<file path="config.mk">
export PLATFORM = sky130hd
export DESIGN_NAME = synth_serial_control_port
export DESIGN_NICKNAME = d
export VERILOG_FILES = /design/src/shared/synth_pkg.sv /design/src/verilog/pin_sync.sv /design/src/verilog/speedup_timer.sv /design/src/verilog/synth_serial_control_port.sv
export VERILOG_INCLUDE_DIRS = /design/src /design/src/shared
export SDC_FILE = /design/constraint.sdc
export NUM_CORES = 1
export LEC_CHECK = 0
export ABC_AREA = 1
export BUFFER_PORTS_ARGS = -buffer_cell sky130_fd_sc_hd__buf_2
export CAP_MARGIN = 40
export CORE_ASPECT_RATIO = 1.2
export CORE_MARGIN = 2
export CORE_UTILIZATION = 52
export DETAILED_ROUTE_END_ITERATION = 6
export PLACE_DENSITY = 0.73
export SYNTH_ARGS = -nofsm -noshare
export SYNTH_HDL_FRONTEND = slang
export SYNTH_SLANG_ARGS = --single-unit
</file>
<file path="constraint.sdc">
create_clock -name ref_clk -period 1.9 [get_ports ref_clk]
set_input_delay 0.19 -clock ref_clk [delete_from_list [all_inputs] [get_ports ref_clk]]
set_output_delay 0.19 -clock ref_clk [all_outputs]
set_load 0.005 [all_outputs]
</file>
<file path="src/shared/synth_consts.svh">
/*
 * Constants of the synthesizer serial control port: word layout, register
 * indices, field positions, reset values and timing counts.
 * Assumes it is included by bare name after the package is compiled.
 */
`ifndef SYNTH_CONSTS_SVH
`define SYNTH_CONSTS_SVH

// ----------------------------------------------------------------------
// Serial word
// ----------------------------------------------------------------------
`define CTL_W 24
`define ADDR_MSB 1
`define ADDR_LSB 0
`define SUB_MSB 3
`define SUB_LSB 2
`define ADDR_EXT 2'h3
`define SUB_NONE 2'h3
`define CTL_RESET 24'h000000
`define NUM_CTL 6

// ----------------------------------------------------------------------
// Register indices
// ----------------------------------------------------------------------
`define IDX_RF_CFG 3'h0
`define IDX_IF_CFG 3'h1
`define IDX_RF_N 3'h2
`define IDX_IF_N 3'h3
`define IDX_RF_R 3'h4
`define IDX_IF_R 3'h5

// ----------------------------------------------------------------------
// Fields of both config registers (the MUX fields of the IF one only), and the word field of the divider registers
// ----------------------------------------------------------------------
`define PD_BIT 2
`define PRE_BIT 3
`define CUR_BIT 4
`define GPO_MODE_BIT 5
`define GPO_VAL_BIT 6
`define SPAN_LSB 8
`define SPAN_MSB 15
`define MUX_LSB 16
`define MUX_MSB 18
`define MUX_GPO_BIT 19
`define WORD_LSB 2
`define WORD_MSB 23

// ----------------------------------------------------------------------
// Timing counts, in ref_clk cycles
// ----------------------------------------------------------------------
`define SPEEDUP_UNIT_SHIFT 4
`define LOCK_FILTER_CYCLES 8'h20

`endif

</file>
<file path="src/shared/synth_pkg.sv">
/*
 * Types of the synthesizer serial control port.
 * Assumes nothing beyond a SystemVerilog compiler.
 */
`default_nettype none

package synth_pkg;

	// Dual-modulus prescaler ratio in use
	typedef enum logic [1:0] {
		MOD_8_9 = 2'h0,
		MOD_16_17 = 2'h1,
		MOD_32_33 = 2'h2
	} modulus_t;

	// Source of the test and lock pin
	typedef enum logic [2:0] {
		TM_GPO = 3'h0,
		TM_RF_DIV = 3'h1,
		TM_IF_DIV = 3'h2,
		TM_RF_LD_PP = 3'h3,
		TM_IF_LD_PP = 3'h4,
		TM_RF_LD_OD = 3'h5,
		TM_IF_LD_OD = 3'h6,
		TM_DIG_LD = 3'h7
	} test_sel_t;

	// Speedup timer states
	typedef enum logic [1:0] {
		ST_IDLE = 2'h1,
		ST_RUN = 2'h2
	} timer_state_t;

endpackage : synth_pkg

`default_nettype wire

</file>
<file path="src/verilog/pin_sync.sv">
/*
 * Two flip-flop synchroniser for a vector of independent levels.
 * Assumes each bit is an unrelated level from outside the clock domain.
 */
`default_nettype none

module pin_sync #(
	parameter int WIDTH = 1
) (
	// Clock and reset
	input wire logic clk,
	input wire logic rstn,
	// Levels
	input wire logic [WIDTH-1:0] d,
	output logic [WIDTH-1:0] q
);

	logic [WIDTH-1:0] meta_q;

	// First stage feeds only the second stage
	always_ff @(posedge clk or negedge rstn)
	begin
		if (!rstn)
		begin
			meta_q <= '0;
			q <= '0;
		end
		else
		begin
			meta_q <= d;
			q <= meta_q;
		end
	end

endmodule : pin_sync

`default_nettype wire

</file>
<file path="src/verilog/speedup_timer.sv">
/*
 * Fastlock time-out counter: holds active for span units after start.
 * Assumes start is a one-cycle pulse on clk; span of zero never starts.
 */
`default_nettype none
`include "synth_consts.svh"

module speedup_timer #(
	parameter int SPAN_W = 8
) (
	// Clock and reset
	input wire logic clk,
	input wire logic rstn,
	// Control
	input wire logic start,
	input wire logic [SPAN_W-1:0] span,
	output logic active
);

	localparam int CW = SPAN_W + `SPEEDUP_UNIT_SHIFT;

	synth_pkg::timer_state_t state_q;
	synth_pkg::timer_state_t state_d;
	logic [CW-1:0] cnt_q;
	logic [CW-1:0] cnt_d;

	wire go = start && (span != '0);
	wire [CW-1:0] load = {span, {`SPEEDUP_UNIT_SHIFT{1'b0}}};

	// A restart while running reloads the full span
	always_comb
	begin
		state_d = state_q;
		cnt_d = cnt_q;
		unique case (state_q)
			synth_pkg::ST_IDLE:
				if (go)
				begin
					state_d = synth_pkg::ST_RUN;
					cnt_d = load;
				end
			synth_pkg::ST_RUN:
				if (go)
					cnt_d = load;
				else if (cnt_q == CW'(1))
				begin
					state_d = synth_pkg::ST_IDLE;
					cnt_d = '0;
				end
				else
					cnt_d = cnt_q - CW'(1);
			default:
			begin
				state_d = synth_pkg::ST_IDLE;
				cnt_d = '0;
			end
		endcase
	end

	always_ff @(posedge clk or negedge rstn)
	begin
		if (!rstn)
		begin
			state_q <= synth_pkg::ST_IDLE;
			cnt_q <= '0;
		end
		else
		begin
			state_q <= state_d;
			cnt_q <= cnt_d;
		end
	end

	assign active = (state_q == synth_pkg::ST_RUN);

endmodule : speedup_timer

`default_nettype wire

</file>
<file path="src/verilog/synth_serial_control_port.sv">
/*
 * Serial programming port with power, prescaler, pump current, fastlock
 * and test pin control for a dual RF/IF synthesizer.
 * Assumes all pin inputs are asynchronous to ref_clk and that the serial
 * clock is much slower than ref_clk (at least four cycles per phase).
 */
`default_nettype none
`include "synth_consts.svh"

module synth_serial_control_port #(
	parameter bit HIGH_BAND = 1'b0,
	parameter int SPAN_W = 8
) (
	// Clock and reset
	input wire logic ref_clk,
	input wire logic rstn,
	// Serial programming pins
	input wire logic serial_clk,
	input wire logic serial_data,
	input wire logic latch_strobe,
	// Enable pins
	input wire logic chip_enable,
	input wire logic osc_buffer_enable,
	// Analog side levels
	input wire logic reference_in,
	input wire logic rf_divider_tap,
	input wire logic if_divider_tap,
	input wire logic rf_lock_raw,
	input wire logic if_lock_raw,
	// Synthesizer controls
	output logic rf_powered,
	output logic if_powered,
	output logic osc_buffer_powered,
	output logic rf_pump_oe,
	output logic if_pump_oe,
	output logic rf_pump_high_current,
	output logic if_pump_high_current,
	output synth_pkg::modulus_t rf_modulus,
	output synth_pkg::modulus_t if_modulus,
	// Divider words
	output logic [21:0] rf_n_word,
	output logic [21:0] if_n_word,
	output logic [21:0] rf_r_word,
	output logic [21:0] if_r_word,
	// Output pins
	output logic rf_speedup_out,
	output logic rf_speedup_out_oe,
	output logic osc_or_if_speedup_out,
	output logic osc_or_if_speedup_out_oe,
	output logic test_lock_mux_out,
	output logic test_lock_mux_out_oe
);

	if (SPAN_W < 1 || SPAN_W > 8)
		$error("SPAN_W must lie between 1 and 8");

	// ------------------------------------------------------------------
	// Pin synchronisers
	// ------------------------------------------------------------------
	logic [9:0] pins_s;

	pin_sync #(
		.WIDTH(10)
	) u_pin_sync (
		.clk(ref_clk),
		.rstn(rstn),
		.d({serial_clk, serial_data, latch_strobe, chip_enable,
			osc_buffer_enable, reference_in, rf_divider_tap,
			if_divider_tap, rf_lock_raw, if_lock_raw}),
		.q(pins_s)
	);

	wire sclk_s = pins_s[9];
	wire data_s = pins_s[8];
	wire latch_s = pins_s[7];
	wire en_s = pins_s[6];
	wire osc_en_s = pins_s[5];
	wire ref_s = pins_s[4];
	wire rf_div_s = pins_s[3];
	wire if_div_s = pins_s[2];
	wire rf_lock_s = pins_s[1];
	wire if_lock_s = pins_s[0];

	// ------------------------------------------------------------------
	// Serial shift and latch
	// ------------------------------------------------------------------
	logic sclk_prev_q;
	logic latch_prev_q;
	logic [`CTL_W-1:0] shift_q;
	logic [`CTL_W-1:0] ctrl_q [`NUM_CTL];

	// Clock and data share the same sync delay, so data is aligned
	wire sclk_rise = sclk_s & ~sclk_prev_q;
	wire latch_rise = latch_s & ~latch_prev_q;

	always_ff @(posedge ref_clk or negedge rstn)
	begin
		if (!rstn)
		begin
			sclk_prev_q <= 1'b0;
			latch_prev_q <= 1'b0;
			shift_q <= `CTL_RESET;
		end
		else
		begin
			sclk_prev_q <= sclk_s;
			latch_prev_q <= latch_s;
			if (sclk_rise)
				shift_q <= {shift_q[`CTL_W-2:0], data_s};
		end
	end

	wire [1:0] addr = shift_q[`ADDR_MSB:`ADDR_LSB];
	wire [1:0] sub = shift_q[`SUB_MSB:`SUB_LSB];
	wire ext = (addr == `ADDR_EXT);
	// Extended address adds three more registers behind code 3
	wire [2:0] idx = ext ? 3'(`IDX_IF_N + {1'b0, sub}) : {1'b0, addr};
	wire idx_ok = !(ext && sub == `SUB_NONE);
	wire load = latch_rise && idx_ok;

	always_ff @(posedge ref_clk or negedge rstn)
	begin
		if (!rstn)
		begin
			for (int i = 0; i < `NUM_CTL; i++)
				ctrl_q[i] <= `CTL_RESET;
		end
		else if (load)
			ctrl_q[idx] <= shift_q;
	end

	wire [`CTL_W-1:0] rf_cfg = ctrl_q[`IDX_RF_CFG];
	wire [`CTL_W-1:0] if_cfg = ctrl_q[`IDX_IF_CFG];

	assign rf_n_word = ctrl_q[`IDX_RF_N][`WORD_MSB:`WORD_LSB];
	assign if_n_word = ctrl_q[`IDX_IF_N][`WORD_MSB:`WORD_LSB];
	assign rf_r_word = ctrl_q[`IDX_RF_R][`WORD_MSB:`WORD_LSB];
	assign if_r_word = ctrl_q[`IDX_IF_R][`WORD_MSB:`WORD_LSB];

	// ------------------------------------------------------------------
	// Power control
	// ------------------------------------------------------------------
	// Raw pin clears asynchronously; no clock needed to shut down
	wire pd_rstn = rstn & chip_enable;
	wire rf_on_d = en_s & ~rf_cfg[`PD_BIT];
	wire if_on_d = en_s & ~if_cfg[`PD_BIT];

	always_ff @(posedge ref_clk or negedge pd_rstn)
	begin
		if (!pd_rstn)
		begin
			rf_powered <= 1'b0;
			if_powered <= 1'b0;
			rf_pump_oe <= 1'b0;
			if_pump_oe <= 1'b0;
		end
		else
		begin
			rf_powered <= rf_on_d;
			if_powered <= if_on_d;
			rf_pump_oe <= rf_on_d;
			if_pump_oe <= if_on_d;
		end
	end

	// ------------------------------------------------------------------
	// Prescaler and pump current
	// ------------------------------------------------------------------
	wire rf_pre = rf_cfg[`PRE_BIT];
	wire synth_pkg::modulus_t rf_mod_hi =
		rf_pre ? synth_pkg::MOD_32_33 : synth_pkg::MOD_16_17;
	wire synth_pkg::modulus_t rf_mod_lo =
		rf_pre ? synth_pkg::MOD_16_17 : synth_pkg::MOD_8_9;
	wire synth_pkg::modulus_t rf_mod_d =
		HIGH_BAND ? rf_mod_hi : rf_mod_lo;
	wire synth_pkg::modulus_t if_mod_d = if_cfg[`PRE_BIT] ?
		synth_pkg::MOD_16_17 : synth_pkg::MOD_8_9;

	always_ff @(posedge ref_clk or negedge rstn)
	begin
		if (!rstn)
		begin
			rf_modulus <= synth_pkg::MOD_8_9;
			if_modulus <= synth_pkg::MOD_8_9;
			rf_pump_high_current <= 1'b0;
			if_pump_high_current <= 1'b0;
		end
		else
		begin
			rf_modulus <= rf_mod_d;
			if_modulus <= if_mod_d;
			rf_pump_high_current <= rf_cfg[`CUR_BIT];
			if_pump_high_current <= if_cfg[`CUR_BIT];
		end
	end

	// ------------------------------------------------------------------
	// Fastlock timers
	// ------------------------------------------------------------------
	logic rf_fast;
	logic if_fast;

	// A frequency word write or a power-up each start the timer
	wire rf_start = (load && idx == `IDX_RF_N) ||
		(rf_on_d && !rf_powered);
	wire if_start = (load && idx == `IDX_IF_N) ||
		(if_on_d && !if_powered);

	speedup_timer #(
		.SPAN_W(SPAN_W)
	) u_rf_timer (
		.clk(ref_clk),
		.rstn(rstn),
		.start(rf_start),
		.span(rf_cfg[`SPAN_LSB +: SPAN_W]),
		.active(rf_fast)
	);

	speedup_timer #(
		.SPAN_W(SPAN_W)
	) u_if_timer (
		.clk(ref_clk),
		.rstn(rstn),
		.start(if_start),
		.span(if_cfg[`SPAN_LSB +: SPAN_W]),
		.active(if_fast)
	);

	// ------------------------------------------------------------------
	// Speedup and oscillator pins
	// ------------------------------------------------------------------
	// Fastlock pulls low to switch the resistor in; GPO mode drives its value, else floats
	wire rf_gpo = rf_cfg[`GPO_MODE_BIT];
	wire rf_sp_out_d = rf_gpo & rf_cfg[`GPO_VAL_BIT];
	wire rf_sp_oe_d = rf_gpo | rf_fast;
	wire if_gpo = if_cfg[`GPO_MODE_BIT];
	wire if_sp_out_d = if_gpo & if_cfg[`GPO_VAL_BIT];
	wire if_sp_oe_d = if_gpo | if_fast;
	wire osc_pwr_d = osc_en_s | en_s;
	wire osc_out_d = osc_en_s ? ref_s : if_sp_out_d;
	wire osc_oe_d = osc_en_s ? osc_pwr_d : if_sp_oe_d;

	always_ff @(posedge ref_clk or negedge rstn)
	begin
		if (!rstn)
		begin
			rf_speedup_out <= 1'b0;
			rf_speedup_out_oe <= 1'b0;
			osc_or_if_speedup_out <= 1'b0;
			osc_or_if_speedup_out_oe <= 1'b0;
			osc_buffer_powered <= 1'b0;
		end
		else
		begin
			rf_speedup_out <= rf_sp_out_d;
			rf_speedup_out_oe <= rf_sp_oe_d;
			osc_or_if_speedup_out <= osc_out_d;
			osc_or_if_speedup_out_oe <= osc_oe_d;
			osc_buffer_powered <= osc_pwr_d;
		end
	end

	// ------------------------------------------------------------------
	// Lock filter and test pin
	// ------------------------------------------------------------------
	logic [7:0] lock_cnt_q;

	// Any unlock sample restarts the count; glitches never pass
	wire both_lock = rf_lock_s & if_lock_s;
	wire dig_lock = (lock_cnt_q == `LOCK_FILTER_CYCLES);

	always_ff @(posedge ref_clk or negedge rstn)
	begin
		if (!rstn)
			lock_cnt_q <= 8'h00;
		else if (!both_lock)
			lock_cnt_q <= 8'h00;
		else if (!dig_lock)
			lock_cnt_q <= lock_cnt_q + 8'h01;
	end

	wire synth_pkg::test_sel_t tsel =
		synth_pkg::test_sel_t'(if_cfg[`MUX_MSB:`MUX_LSB]);
	logic tm_out_d;
	logic tm_oe_d;

	always_comb
	begin
		tm_out_d = 1'b0;
		tm_oe_d = 1'b1;
		unique case (tsel)
			synth_pkg::TM_GPO:
				tm_out_d = if_cfg[`MUX_GPO_BIT];
			synth_pkg::TM_RF_DIV:
				tm_out_d = rf_div_s;
			synth_pkg::TM_IF_DIV:
				tm_out_d = if_div_s;
			synth_pkg::TM_RF_LD_PP:
				tm_out_d = rf_lock_s;
			synth_pkg::TM_IF_LD_PP:
				tm_out_d = if_lock_s;
			synth_pkg::TM_RF_LD_OD:
				tm_oe_d = ~rf_lock_s;
			synth_pkg::TM_IF_LD_OD:
				tm_oe_d = ~if_lock_s;
			synth_pkg::TM_DIG_LD:
				tm_out_d = dig_lock;
		endcase
	end

	always_ff @(posedge ref_clk or negedge rstn)
	begin
		if (!rstn)
		begin
			test_lock_mux_out <= 1'b0;
			test_lock_mux_out_oe <= 1'b0;
		end
		else
		begin
			test_lock_mux_out <= tm_out_d;
			test_lock_mux_out_oe <= tm_oe_d;
		end
	end

endmodule : synth_serial_control_port

`default_nettype wire
</file>
[Word level (Yosys, flattened, before mapping)]
Index checks and enable logic that the tools add are counted.
Cells by class
  add/subtract/negate cells: 4
  magnitude comparators: 2
  equal/unequal tests: 25
  muxes and demuxes: 28
  bitwise logic cells: 18
  reductions and logical operators: 19
Operators with widths (number)
  bitwise mux 144 bit: 1
  demux 24 bit (select 3 bit): 1
  2-to-1 mux 12 bit: 6
  case mux 12 bit (2 select lines): 2
  == test 12 x 1 -> 1 bit (second input constant): 2
  2-to-1 mux 24 bit: 1
  subtractor 12 x 1 -> 12 bit (second input constant): 2
  2-to-1 mux 8 bit: 2
  nonzero test 8 bit: 2
  == test 3 x 2 -> 1 bit (second input constant): 4
  == test 3 bit (second input constant): 4
  2-to-1 mux 2 bit: 6
  logical AND 1 bit: 9
  adder 8 x 1 -> 8 bit (second input constant): 1
  bitwise AND 1 bit: 8
  == test 2 bit (second input constant): 4
  == test 8 x 6 -> 1 bit (second input constant): 1
  != test 2 x 1 -> 1 bit (second input constant): 4
  case mux 2 bit (2 select lines): 2
  != test 2 bit (second input constant): 3
  inverter 1 bit: 6
  case mux 1 bit (6 select lines): 1
  AND reduction 3 bit: 2
  == test 2 x 1 -> 1 bit (second input constant): 2
  other kinds (12): 20
Word-level totals
  register bits: 239
  bits of input ports: 12
  output and inout port bits: 105
  word-level logic and storage cells: 125

[Depth between registers and ports, before layout]
Gate-level depths: netlist of the first run.
  depth in word-level cells: 9
  gate-level depth with buffers: 13
  depth with buffers taken out: 13

[Modules after synthesis]
A second synthesis of the first run with hierarchy kept.
Second synthesis, totals
  cell total of the unflattened synthesis: 1070
  area total of the unflattened synthesis: 9551.7 um2
Modules (own cells, without submodules)
  synth_serial_control_port: instances 1, cells an instance 776, area an instance 7071.8 um2, seq. area each 4129.0 um2
  speedup_timer: instances 2, cells an instance 137, area an instance 989.7 um2, seq. area each 351.6 um2
  pin_sync: instances 1, cells an instance 20, area an instance 500.5 um2, seq. area each 500.5 um2

[Least setup slack after synthesis of the first run]
Ideal clock, no wire load.
  path type: register to register
  start point: register shift_q[3]
  end point: register u_if_timer.cnt_q[8]
  setup time: 117 ps
  arrival: 1754 ps
  required time: 1783 ps
  slack: 28 ps
  cell stages (with the launch flop): 13
  buffers on the path: 1
  clock period less this slack: 1872 ps
  cell sequence: dfrtp_1 > inv_1 > ha_1 > nand2_1 > nand2_1 > nor2_4 > nand2_4 > nand2_2 > nand2_2 > buf_6 > or2_0 > nand3_1 > nand2_1
On the way
  longest elaborated chain between the ends: 9
  elaborated cells between the ends (all ways): 13
  those cells by class: 1 x add/sub; 3 x eq/ne; 3 x mux; 6 x reduce/logical
RTL lines
  start: declaration: line synth_serial_control_port.sv:89  | logic [`CTL_W-1:0] shift_q;
  start signal: assignment: line synth_serial_control_port.sv:102  | shift_q <= `CTL_RESET;
  start signal: assignment: line synth_serial_control_port.sv:109  | shift_q <= {shift_q[`CTL_W-2:0], data_s};
  parallel branches: the longest is 4 deep, another holds adder 2 x 2 -> 3 bit
  logical AND 1 bit (no line) (*)
  logical OR 1 bit (*): line synth_serial_control_port.sv:206  | wire if_start = (load && idx == `IDX_IF_N) ||
  logical AND 1 bit (*): line speedup_timer.sv:27  | wire go = start && (span != '0);
  2-to-1 mux 12 bit: line speedup_timer.sv:43  | if (go)
  case mux 12 bit (2 select lines): line speedup_timer.sv:35  | unique case (state_q)
  end signal: assignment: line speedup_timer.sv:70  | cnt_q <= cnt_d;
  end: declaration: line speedup_timer.sv:24  | logic [CW-1:0] cnt_q;
Mark *: on every way between the ends.
A chain may end at the register's enable or synchronous reset.

[Worst setup path in the final report of the first run]
  start point: register shift_q[3]
  end point: register u_if_timer.cnt_q[10]
The elaborated chain is that of the path after synthesis.

==> results of run 1 <==
==> through the flow <==
step                      area [um^2]  std cells   util  setup TNS [ps]  power, uW
after floorplan                  9450       1048      -               0       9840
after global placement           9720       1288  0.541               0      11000
after detailed placement         9720       1288  0.541           -50.6      11100
after CTS                       10600       1337  0.588               0      15500
after global routing            10700       1344  0.597           -1070      16900
final                           10700       1344  0.597               0      15800
==> sequential cells by signal, indices dropped and copies added (netlist names), 2 cells and up <==
name	cells
u_pin_sync.meta_q	10
if_cfg	17
rf_n_word	22
u_pin_sync.q	10
shift_q	24
u_if_timer.cnt_q	12
u_rf_timer.cnt_q	12
u_if_timer.state_q	2
if_n_word	22
u_rf_timer.state_q	2
rf_cfg	13
lock_cnt_q	8
rf_r_word	22
if_r_word	22
==> worst min-delay path: cells and delay by family <==
kind | cells | cell delay (ps)
buffers and inverters | 3 | 720
AND/OR/NAND/NOR | 1 | 40
==> layout make-up <==
type	instances	area share
Clock buffer	26	0.0535
Sequential cell	213	0.497
Tap cell	224	0.0261
Clock inverter	12	0.0143
Multi-Input combinational cell	624	0.287
Inverter	88	0.0308
Timing Repair Buffer	157	0.0916
==> timing repair <==
item / 4_1_cts / 5_1_grt
hold buffers: 11 / 0
endpoints found under the hold margin: 58 / 0
endpoints found under the setup margin: 12 / 24
pin swaps: 4 / 20
gates cloned: 0 / 1
buffers inserted: 0 / 6
resized for setup: 4 / 21
==> power breakdown <==
| part | total, uW | switching, uW | leakage (uW) | internal (uW) |
|---|---|---|---|---|
| sequential | 6080 | 638 | 0.00284 | 5440 |
| combinational | 5370 | 3410 | 0.00232 | 1960 |
| clock | 4360 | 1780 | 0.000350 | 2580 |
==> logic make-up (layout without fill, tap and decap cells) <==
kind of cell | Yosys count | in the layout
AOI/OAI and AO/OA | 176 | 176
xor gates and xnor gates | 9 | 9
adders and majority gates | 12 | 12
buffers and inverters | 212 | 283
DFF | 213 | 213
other | 1 | 2
and+or+nand+nor | 424 | 425
==> final timing paths <==
path	start	end	depth (start not counted)	slack, ps
worst max register to register	shift_q[3]	u_if_timer.cnt_q[10]	12	9
worst min-delay path	chip_enable	if_pump_oe	4	120
worst max-delay path	shift_q[3]	u_if_timer.cnt_q[10]	12	9
worst min register to register	u_pin_sync.meta_q[2]	u_pin_sync.q[2]	0	350
max in group asynchronous	rstn	rf_n_word[17]	3	970
min in group ref_clk	serial_data	u_pin_sync.meta_q[8]	2	330
==> per-layer routing <==
metal,GRT usage,vias up,routed length [um]
met5,0,-,0
met1,0.286,3306,9000
met3,0.0425,30,1120
met4,0.0533,0,407
li1,-,3356,-
met2,0.369,173,10200
==> cells in the mapped netlist, drive strengths merged <==
library cell / count
xor2: 5
nor3b: 1
conb: 1
a21oi: 14
xnor2: 4
ha: 12
buf: 98
inv: 88
o22ai: 1
nand3: 44
dfstp: 2
o31ai: 1
a21boi: 2
o2111ai: 1
clkbuf: 26
nand4: 12
nor2: 49
nor3: 10
nand3b: 2
nor4: 1
nand2: 296
or2: 9
o21ai: 155
o21bai: 2
dfrtp: 211
==> reports/results.md, run 1 <==
## Route
- 6865 — total via count after detailed routing
- 5 — first drt pass iteration count
- 561 — number of DRC markers after the initial detailed-route iteration
- 15.4 um — post-DR wirelength/cell
- 20700 um — post-detailed-routing wire length
- 5.11 — average via count per standard cell
- 0 — antenna-violating nets left
- 0 — DR DRC count

## Setup path
- 2 — WP buf/inv
- simple AND/OR/NAND/NOR gates — category of cells accounting for the largest share of critical-path delay
- register — startpoint class of the critical path
- 8 — highest net fanout along the worst path
- 2330 ps — Critical Path AT
- 2340 ps — data required time of the worst path
- sky130_fd_sc_hd__nand2_4 — CP most frequent cell
- 410 ps — biggest cell delay along the critical path
- register — Crit. End Element
- register to register — path type of the worst setup path
- inv_2, ha_4, nand2_2, nand2_2, nor2_4, nand2_4, nand2_4, nand2_4, buf_12, a21oi_4, nand3_1, nand2_1 — crit path cell chain
- sky130_fd_sc_hd__dfrtp_1 — slowest CP cell

## STA
- 19.9 ps — Clock Skews
- 0.995 — final critical-path share of the clock period
- 1890 ps — fin crit period
- 0.654 — Max transition margin
- 116 ps — worst-case hold slack
- 515 ps — Tightest Pin Transition
- 0 — total count of max-transition violations in the final report
- 0 — count of final hold-check violations
- 0.529 GHz — maximum achievable frequency
- 0 — total of endpoints with negative setup slack in the final report
- 9.18 ps — smallest setup slack after layout
- true — setup repair after global routing missed its margin

## GRT
- 33400 um — wire length of the first global-routing pass
- 0.216 — GRT Util Overall
- 0 — sum of overflow across all layers after global routing
- 6645 — number of global-route vias before repair
- 58 — pin count of the biggest net entering global routing
- 0 — initial antenna violation count

## Clocking
- done — TritonCTS clock tree
- 1 — number of H-tree levels
- 500 ps — insertion delay of the later-clocked pin in the worst-skew pair
- sky130_fd_sc_hd__clkbuf_16 — root buffer cell
- 70 ps — clock-pin slew on the worst setup and hold paths
- 213 — # clock sinks
- 21 — number of CTS-inserted buffers
- 3 — Clock Tree Buf Depth

## Synth
- 38 — distinct cell type count after synthesis
- 213 — synthesis-stage register bit count
- 0.0159 — adder-cell share of the synthesized area
- 0.189 — Synth Area in Simple Gates
- 0.00834 — post-synthesis xor/xnor area fraction
- 9.02 um^2 — Synth Area per Inst
- 1047 — post-synthesis cell count
- sky130_fd_sc_hd__dfrtp_1 — largest area contributor in the synthesized netlist
- 0 — Syn. warnings
- 0 — post-synthesis mux area share
- 0.564 — register area share after synthesis
- sky130_fd_sc_hd__dfrtp_1 56%, sky130_fd_sc_hd__nand2_1 11%, sky130_fd_sc_hd__o21ai_0 8.2%, sky130_fd_sc_hd__buf_4 7.5%, sky130_fd_sc_hd__inv_1 3.5% — cell types occupying the most area after synthesis
- 0.559 — area share of the largest cell type after synthesis
- simple AND/OR/NAND/NOR gates — dominant combinational cell family by area after synthesis
- 9450 um^2 — post-synthesis instance area
- 0.0983 — area fraction in compound gates after synthesis

## Layout
- 3080 um^2 — multi-input gate area in the final layout
- sky130_fd_sc_hd__nand2_1 — commonest non-fill, non-tap cell in the layout
- 284 x sky130_fd_sc_hd__nand2_1, 211 x sky130_fd_sc_hd__dfrtp_1, 154 x sky130_fd_sc_hd__o21ai_0, 113 x sky130_fd_sc_hd__buf_2, 84 x sky130_fd_sc_hd__inv_1 — top library cells by usage in the layout, fill and taps aside
- 5330 um^2 — area used by sequential logic in the layout
- 1525 — fill count
- 13.6% — layout overhead on the synthesized area
- 1129 — final layout net count
- 0.198 — fraction of layout cells with a size suffix above 1
- 0 — n_diodes

## Floorplan
- 19300 um^2 — Die Outline Area
- 127 um — die width
- 54 — Site Rows
- 18000 um^2 — area of the core region
- 117 — Top Ports
- 0.526 — starting utilization of the core area
- 152 um — overall die height

## Pwr
- 0.00551 uW — Pleak
- 1470 nW/um^2 — ratio of total power to cell area
- 0.817 mV — peak ir drop on the vdd network

## Run status
- complete, no violations — status

## Placed design
- 0.857 — RePlAce Congestion
- 114 — quantity of I/O buffers inserted on ports
- -17.0 ps — Setup WS pre-CTS
- 14100 um — estimated wirelength of the detail-placed design

## Run
- 0 — max_cap viols

## Worst hold path
- input pin to async pin — type of the tightest min-delay check

No activity file was read; power rests on OpenSTA's default activity.
==> run 2: changes to the inputs <==
PLACE_DENSITY = 0.76   (was 0.73)
==> reports/results.md, run 2 (same netlist as run 1, synthesis figures left out) <==
## Run status
- complete, no violations — status

## Setup path
- register — startpoint class of the critical path
- sky130_fd_sc_hd__nand2_4 — CP most frequent cell
- sky130_fd_sc_hd__dfrtp_1 — slowest CP cell
- shift_q[2] — reg-to-reg critical path startpoint
- register — Crit. End Element
- 8 — highest net fanout along the worst path
- 390 ps — biggest cell delay along the critical path
- register to register — path type of the worst setup path
- simple AND/OR/NAND/NOR gates — category of cells accounting for the largest share of critical-path delay
- 2320 ps — data required time of the worst path
- buf_4, ha_2, nand3_2, nand2_4, nor2_4, nand2_4, nand2_4, nand2_4, buf_12, a21oi_4, nand3_1, nand2_1 — crit path cell chain
- 2290 ps — Critical Path AT
- shift_q[2] — Critical Path Start
- 2 — WP buf/inv

## Layout
- 1336 — Finished Layout Cells
- 24 — Largest register FFs
- shift_q — register with the highest flop count
- 11.6% — layout overhead on the synthesized area
- 0 — n_diodes
- 285 x sky130_fd_sc_hd__nand2_1, 211 x sky130_fd_sc_hd__dfrtp_1, 154 x sky130_fd_sc_hd__o21ai_0, 113 x sky130_fd_sc_hd__buf_2, 83 x sky130_fd_sc_hd__inv_1 — top library cells by usage in the layout, fill and taps aside
- sky130_fd_sc_hd__nand2_1 — commonest non-fill, non-tap cell in the layout
- 0.181 — fraction of layout cells with a size suffix above 1
- 5330 um^2 — area used by sequential logic in the layout
- 1125 — final layout net count
- 1543 — fill count
- 3020 um^2 — multi-input gate area in the final layout

## STA
- 0.639 — Max transition margin
- 0 — total of endpoints with negative setup slack in the final report
- 1860 ps — fin crit period
- 10.8 ps — Clock Skews
- 541 ps — Tightest Pin Transition
- 0 — count of final hold-check violations
- 0 — total count of max-transition violations in the final report
- true — setup repair after global routing missed its margin
- 0.537 GHz — maximum achievable frequency
- 0.980 — final critical-path share of the clock period

## Clocking
- 3 — Clock Tree Buf Depth
- 60 ps — clock-pin slew on the worst setup and hold paths
- sky130_fd_sc_hd__clkbuf_16 — root buffer cell
- 1 — number of H-tree levels
- 213 — # clock sinks
- done — TritonCTS clock tree
- 490 ps — insertion delay of the later-clocked pin in the worst-skew pair
- 21 — number of CTS-inserted buffers

## Pwr
- 0.402 — Sequential Power Share
- 15100 uW — Power Total
- 9560 uW — Int Power
- 0.344 — combinational fraction of design power
- 1430 nW/um^2 — ratio of total power to cell area
- 0.794 mV — peak ir drop on the vdd network
- 0.00544 uW — Pleak
- 5550 uW — switching pwr
- 0.254 — share of total power in the clock network
- 0.367 — fraction of power spent switching nets

## Worst hold path
- input pin to async pin — type of the tightest min-delay check

## Placed design
- 14100 um — estimated wirelength of the detail-placed design
- 1288 — number of cells in the design after placement
- 114 — quantity of I/O buffers inserted on ports
- 0.843 — RePlAce Congestion

## Route
- 20600 um — post-detailed-routing wire length
- 528 — number of DRC markers after the initial detailed-route iteration
- 6870 — total via count after detailed routing
- 15.4 um — post-DR wirelength/cell
- 5.14 — average via count per standard cell
- 0 — DR DRC count
- 7 — first drt pass iteration count
- 0 — antenna-violating nets left

## GRT
- 6660 — number of global-route vias before repair
- 33400 um — wire length of the first global-routing pass
- 0 — sum of overflow across all layers after global routing
- 0.217 — GRT Util Overall
- 0 — initial antenna violation count
- 63 — pin count of the biggest net entering global routing

## Floorplan
- 18000 um^2 — area of the core region
- 152 um — overall die height
- 0.526 — starting utilization of the core area
- 127 um — die width
- 54 — Site Rows
- 19300 um^2 — Die Outline Area
- 117 — Top Ports

## Run
- 0 — max_cap viols

## run 2: worst min-delay path, delay by kind of cell
family | cells | cell delay [ps]
buf+inv | 3 | 740
simple gates | 1 | 40
## run 2: final timing paths
kind / end / slack [ps] / cells past startpoint
setup / recovery: u_if_timer.cnt_q[6] / 40 / 12
min in group ref_clk: u_pin_sync.q[0] / 340 / 0
setup reg to reg: u_if_timer.cnt_q[6] / 40 / 12
max in group asynchronous: u_if_timer.state_q[0] / 990 / 3
hold / removal: if_pump_oe / 150 / 4
hold reg to reg: u_pin_sync.q[0] / 340 / 0
## run 2: metrics by stage
step / utilization / hold WS [ps] / instance area (um^2) / setup TNS (ps) / setup slack (ps)
4_1_cts: 0.583 / 124 / 10500 / 0 / 19.3
2_1_floorplan: - / -106 / 9450 / 0 / 28.4
6_report: 0.587 / 154 / 10500 / 0 / 37.6
3_3_place_gp: 0.542 / 75.8 / 9740 / 0 / 46.2
5_1_grt: 0.587 / 159 / 10500 / -898 / -96.3
3_5_place_dp: 0.542 / 77.7 / 9740 / -111 / -26.4
## run 2: timing repair
item	4_1_cts	5_1_grt
pin swaps	2	11
setup buffers	2	1
setup endpoints to repair	18	30
gates resized for setup	1	15
hold endpoints to repair	65	0
hold buffers	11	0
## run 2: per-layer routing
| layer | up-vias | GRT usage | wire length, um |
|---|---|---|---|
| met5 | - | 0 | 0 |
| met2 | 184 | 0.381 | 10200 |
| met3 | 32 | 0.0439 | 1150 |
| met4 | 0 | 0.0637 | 536 |
| li1 | 3354 | - | - |
| met1 | 3300 | 0.274 | 8630 |
## run 2: layout make-up
cell class,count,area share
clock inverter,3,0.00403
timing repair buffer,154,0.0920
inverter,88,0.0313
multi-input combinational,623,0.286
tap,224,0.0266
clock buffer,31,0.0543
sequential,213,0.506
## run 2: power by group through the flow
stage / clock, uW / sequential (uW) / combinational [uW]
detailed placement: 0 / 6140 / 4980
global placement: 0 / 6110 / 4840
floorplan: 0 / 5990 / 3850
CTS: 3910 / 6070 / 5090
global route: 4090 / 6200 / 5910
finish: 3830 / 6080 / 5200
==> run 3: changes to the inputs <==
GPL_ROUTABILITY_DRIVEN = 0   (was default)
REMOVE_ABC_BUFFERS = 1   (was default)
==> reports/results.md, run 3 (same netlist as run 1, synthesis figures left out) <==
## Pwr
- 0.00550 uW — Pleak
- 0.768 mV — peak ir drop on the vdd network
- 1440 nW/um^2 — ratio of total power to cell area

## Clocking
- 1 — number of H-tree levels
- 490 ps — insertion delay of the later-clocked pin in the worst-skew pair
- 213 — # clock sinks
- 60 ps — clock-pin slew on the worst setup and hold paths
- 3 — Clock Tree Buf Depth
- sky130_fd_sc_hd__clkbuf_16 — root buffer cell
- done — TritonCTS clock tree
- 21 — number of CTS-inserted buffers

## Floorplan
- 127 um — die width
- 117 — Top Ports
- 152 um — overall die height
- 0.526 — starting utilization of the core area
- 54 — Site Rows
- 18000 um^2 — area of the core region
- 19300 um^2 — Die Outline Area

## STA
- 0 — count of final hold-check violations
- 1890 ps — fin crit period
- 0.993 — final critical-path share of the clock period
- true — setup repair after global routing missed its margin
- 7.73 ps — Clock Skews
- 0.530 GHz — maximum achievable frequency
- 0 — total count of max-transition violations in the final report
- 137 ps — worst-case hold slack
- 0 — total of endpoints with negative setup slack in the final report
- 13.5 ps — smallest setup slack after layout

## Route
- 0 — DR DRC count
- 5.11 — average via count per standard cell
- 6838 — total via count after detailed routing
- 15.2 um — post-DR wirelength/cell
- 20300 um — post-detailed-routing wire length
- 0 — antenna-violating nets left
- 432 — number of DRC markers after the initial detailed-route iteration
- 5 — first drt pass iteration count

## Placed design
- 114 — quantity of I/O buffers inserted on ports
- -8.38 ps — Setup WS pre-CTS
- 13600 um — estimated wirelength of the detail-placed design
- 9780 um^2 — cell area reported after detailed placement

## Layout
- 12.6% — layout overhead on the synthesized area
- 1128 — final layout net count
- 0.592 — Layout Utilization
- sky130_fd_sc_hd__nand2_1 — commonest non-fill, non-tap cell in the layout
- 0.191 — fraction of layout cells with a size suffix above 1
- 1535 — fill count
- 10600 um^2 — Layout Cell Area excl Fill
- 24 — Largest register FFs
- 284 x sky130_fd_sc_hd__nand2_1, 211 x sky130_fd_sc_hd__dfrtp_1, 152 x sky130_fd_sc_hd__o21ai_0, 113 x sky130_fd_sc_hd__buf_2, 84 x sky130_fd_sc_hd__inv_1 — top library cells by usage in the layout, fill and taps aside
- shift_q — register with the highest flop count
- 0 — n_diodes

## GRT
- 0 — initial antenna violation count
- 57 — pin count of the biggest net entering global routing
- 0.216 — GRT Util Overall
- 0 — sum of overflow across all layers after global routing
- 33700 um — wire length of the first global-routing pass
- 6834 — number of global-route vias before repair

## Run status
- complete, no violations — status

## Worst hold path
- input pin to async pin — type of the tightest min-delay check

## Setup path
- 2280 ps — Critical Path AT
- 4 — highest net fanout along the worst path
- register — Crit. End Element
- register — startpoint class of the critical path
- 2290 ps — data required time of the worst path
- register to register — path type of the worst setup path
- 390 ps — biggest cell delay along the critical path
- inv_2, ha_4, nand2_2, nand2_2, nor2_4, nand2_4, nand2_4, nand2_4, nand2_2, buf_4, nand3b_1, o21ai_0 — crit path cell chain
- sky130_fd_sc_hd__dfrtp_1 — slowest CP cell

## Run
- 0 — max_cap viols

[run 3: cell count changes in the layout (fill, tap and decap cells not counted), sizes merged]
cell	previous run	this run
buf	142	145
clkbuf	32	29
bufinv	1	2
clkinv	1	2
[run 3: where the power goes]
| group | internal (uW) | total, uW | switching, uW |
|---|---|---|---|
| clock | 2440 | 4060 | 1630 |
| combinational | 1920 | 5160 | 3240 |
| sequential | 5440 | 6110 | 663 |
[run 3: area by class of cell]
type	count	area (um^2)	area share
repair buffers	157	1000	0.0944
inverters	88	330	0.0310
clock buffers	28	592	0.0556
flip-flops and latches	213	5330	0.501
multi-input cells	623	3020	0.284
well taps	224	280	0.0263
clock inverters	5	77.6	0.00729
[run 3: worst max-delay path, delay by kind of cell (launching register included)]
family                   cells  cell delay, ps
AO/OA/AOI/OAI                1             230
adder cells (fa/ha/maj)      1             210
buffers and inverters        2             200
flip-flops                   1             390
AND/OR/NAND/NOR              8             780
[run 3: final timing paths]
| check | from | to | slack, ps | cells past startpoint |
|---|---|---|---|---|
| max in group asynchronous | rstn | u_if_timer.state_q[0] | 950 | 3 |
| worst max register to register | shift_q[3] | u_if_timer.state_q[1] | 10 | 12 |
| worst min-delay path | chip_enable | if_pump_oe | 140 | 4 |
| worst min register to register | u_pin_sync.meta_q[7] | u_pin_sync.q[7] | 350 | 0 |
| worst max-delay path | shift_q[3] | u_if_timer.state_q[1] | 10 | 12 |
| min in group ref_clk | serial_data | u_pin_sync.meta_q[8] | 340 | 2 |
[run 3: metrics by stage]
stage	TNS [ps]	cells	power, uW
floorplan	-1780	924	9380
global placement	0	1292	10900
detailed placement	-10.0	1292	11100
CTS	0	1336	15300
global route	-344	1338	16400
finish	0	1338	15300
[run 3: what timing repair did]
item | CTS | global route
resized for setup | 2 | 18
hold endpoints to repair | 61 | 0
hold buffers | 11 | 0
setup endpoints to repair | 4 | 23
pin swaps | 1 | 10
setup buffers | 0 | 2
[run 3: per-layer routing]
layer	GRT usage	wire, um	share of wire	vias up
li1	-	-	-	3338
met4	0.0577	344	0.017	0
met2	0.383	10200	0.50	163
met3	0.0404	1120	0.055	22
met1	0.274	8640	0.43	3315
met5	0	0	0	-
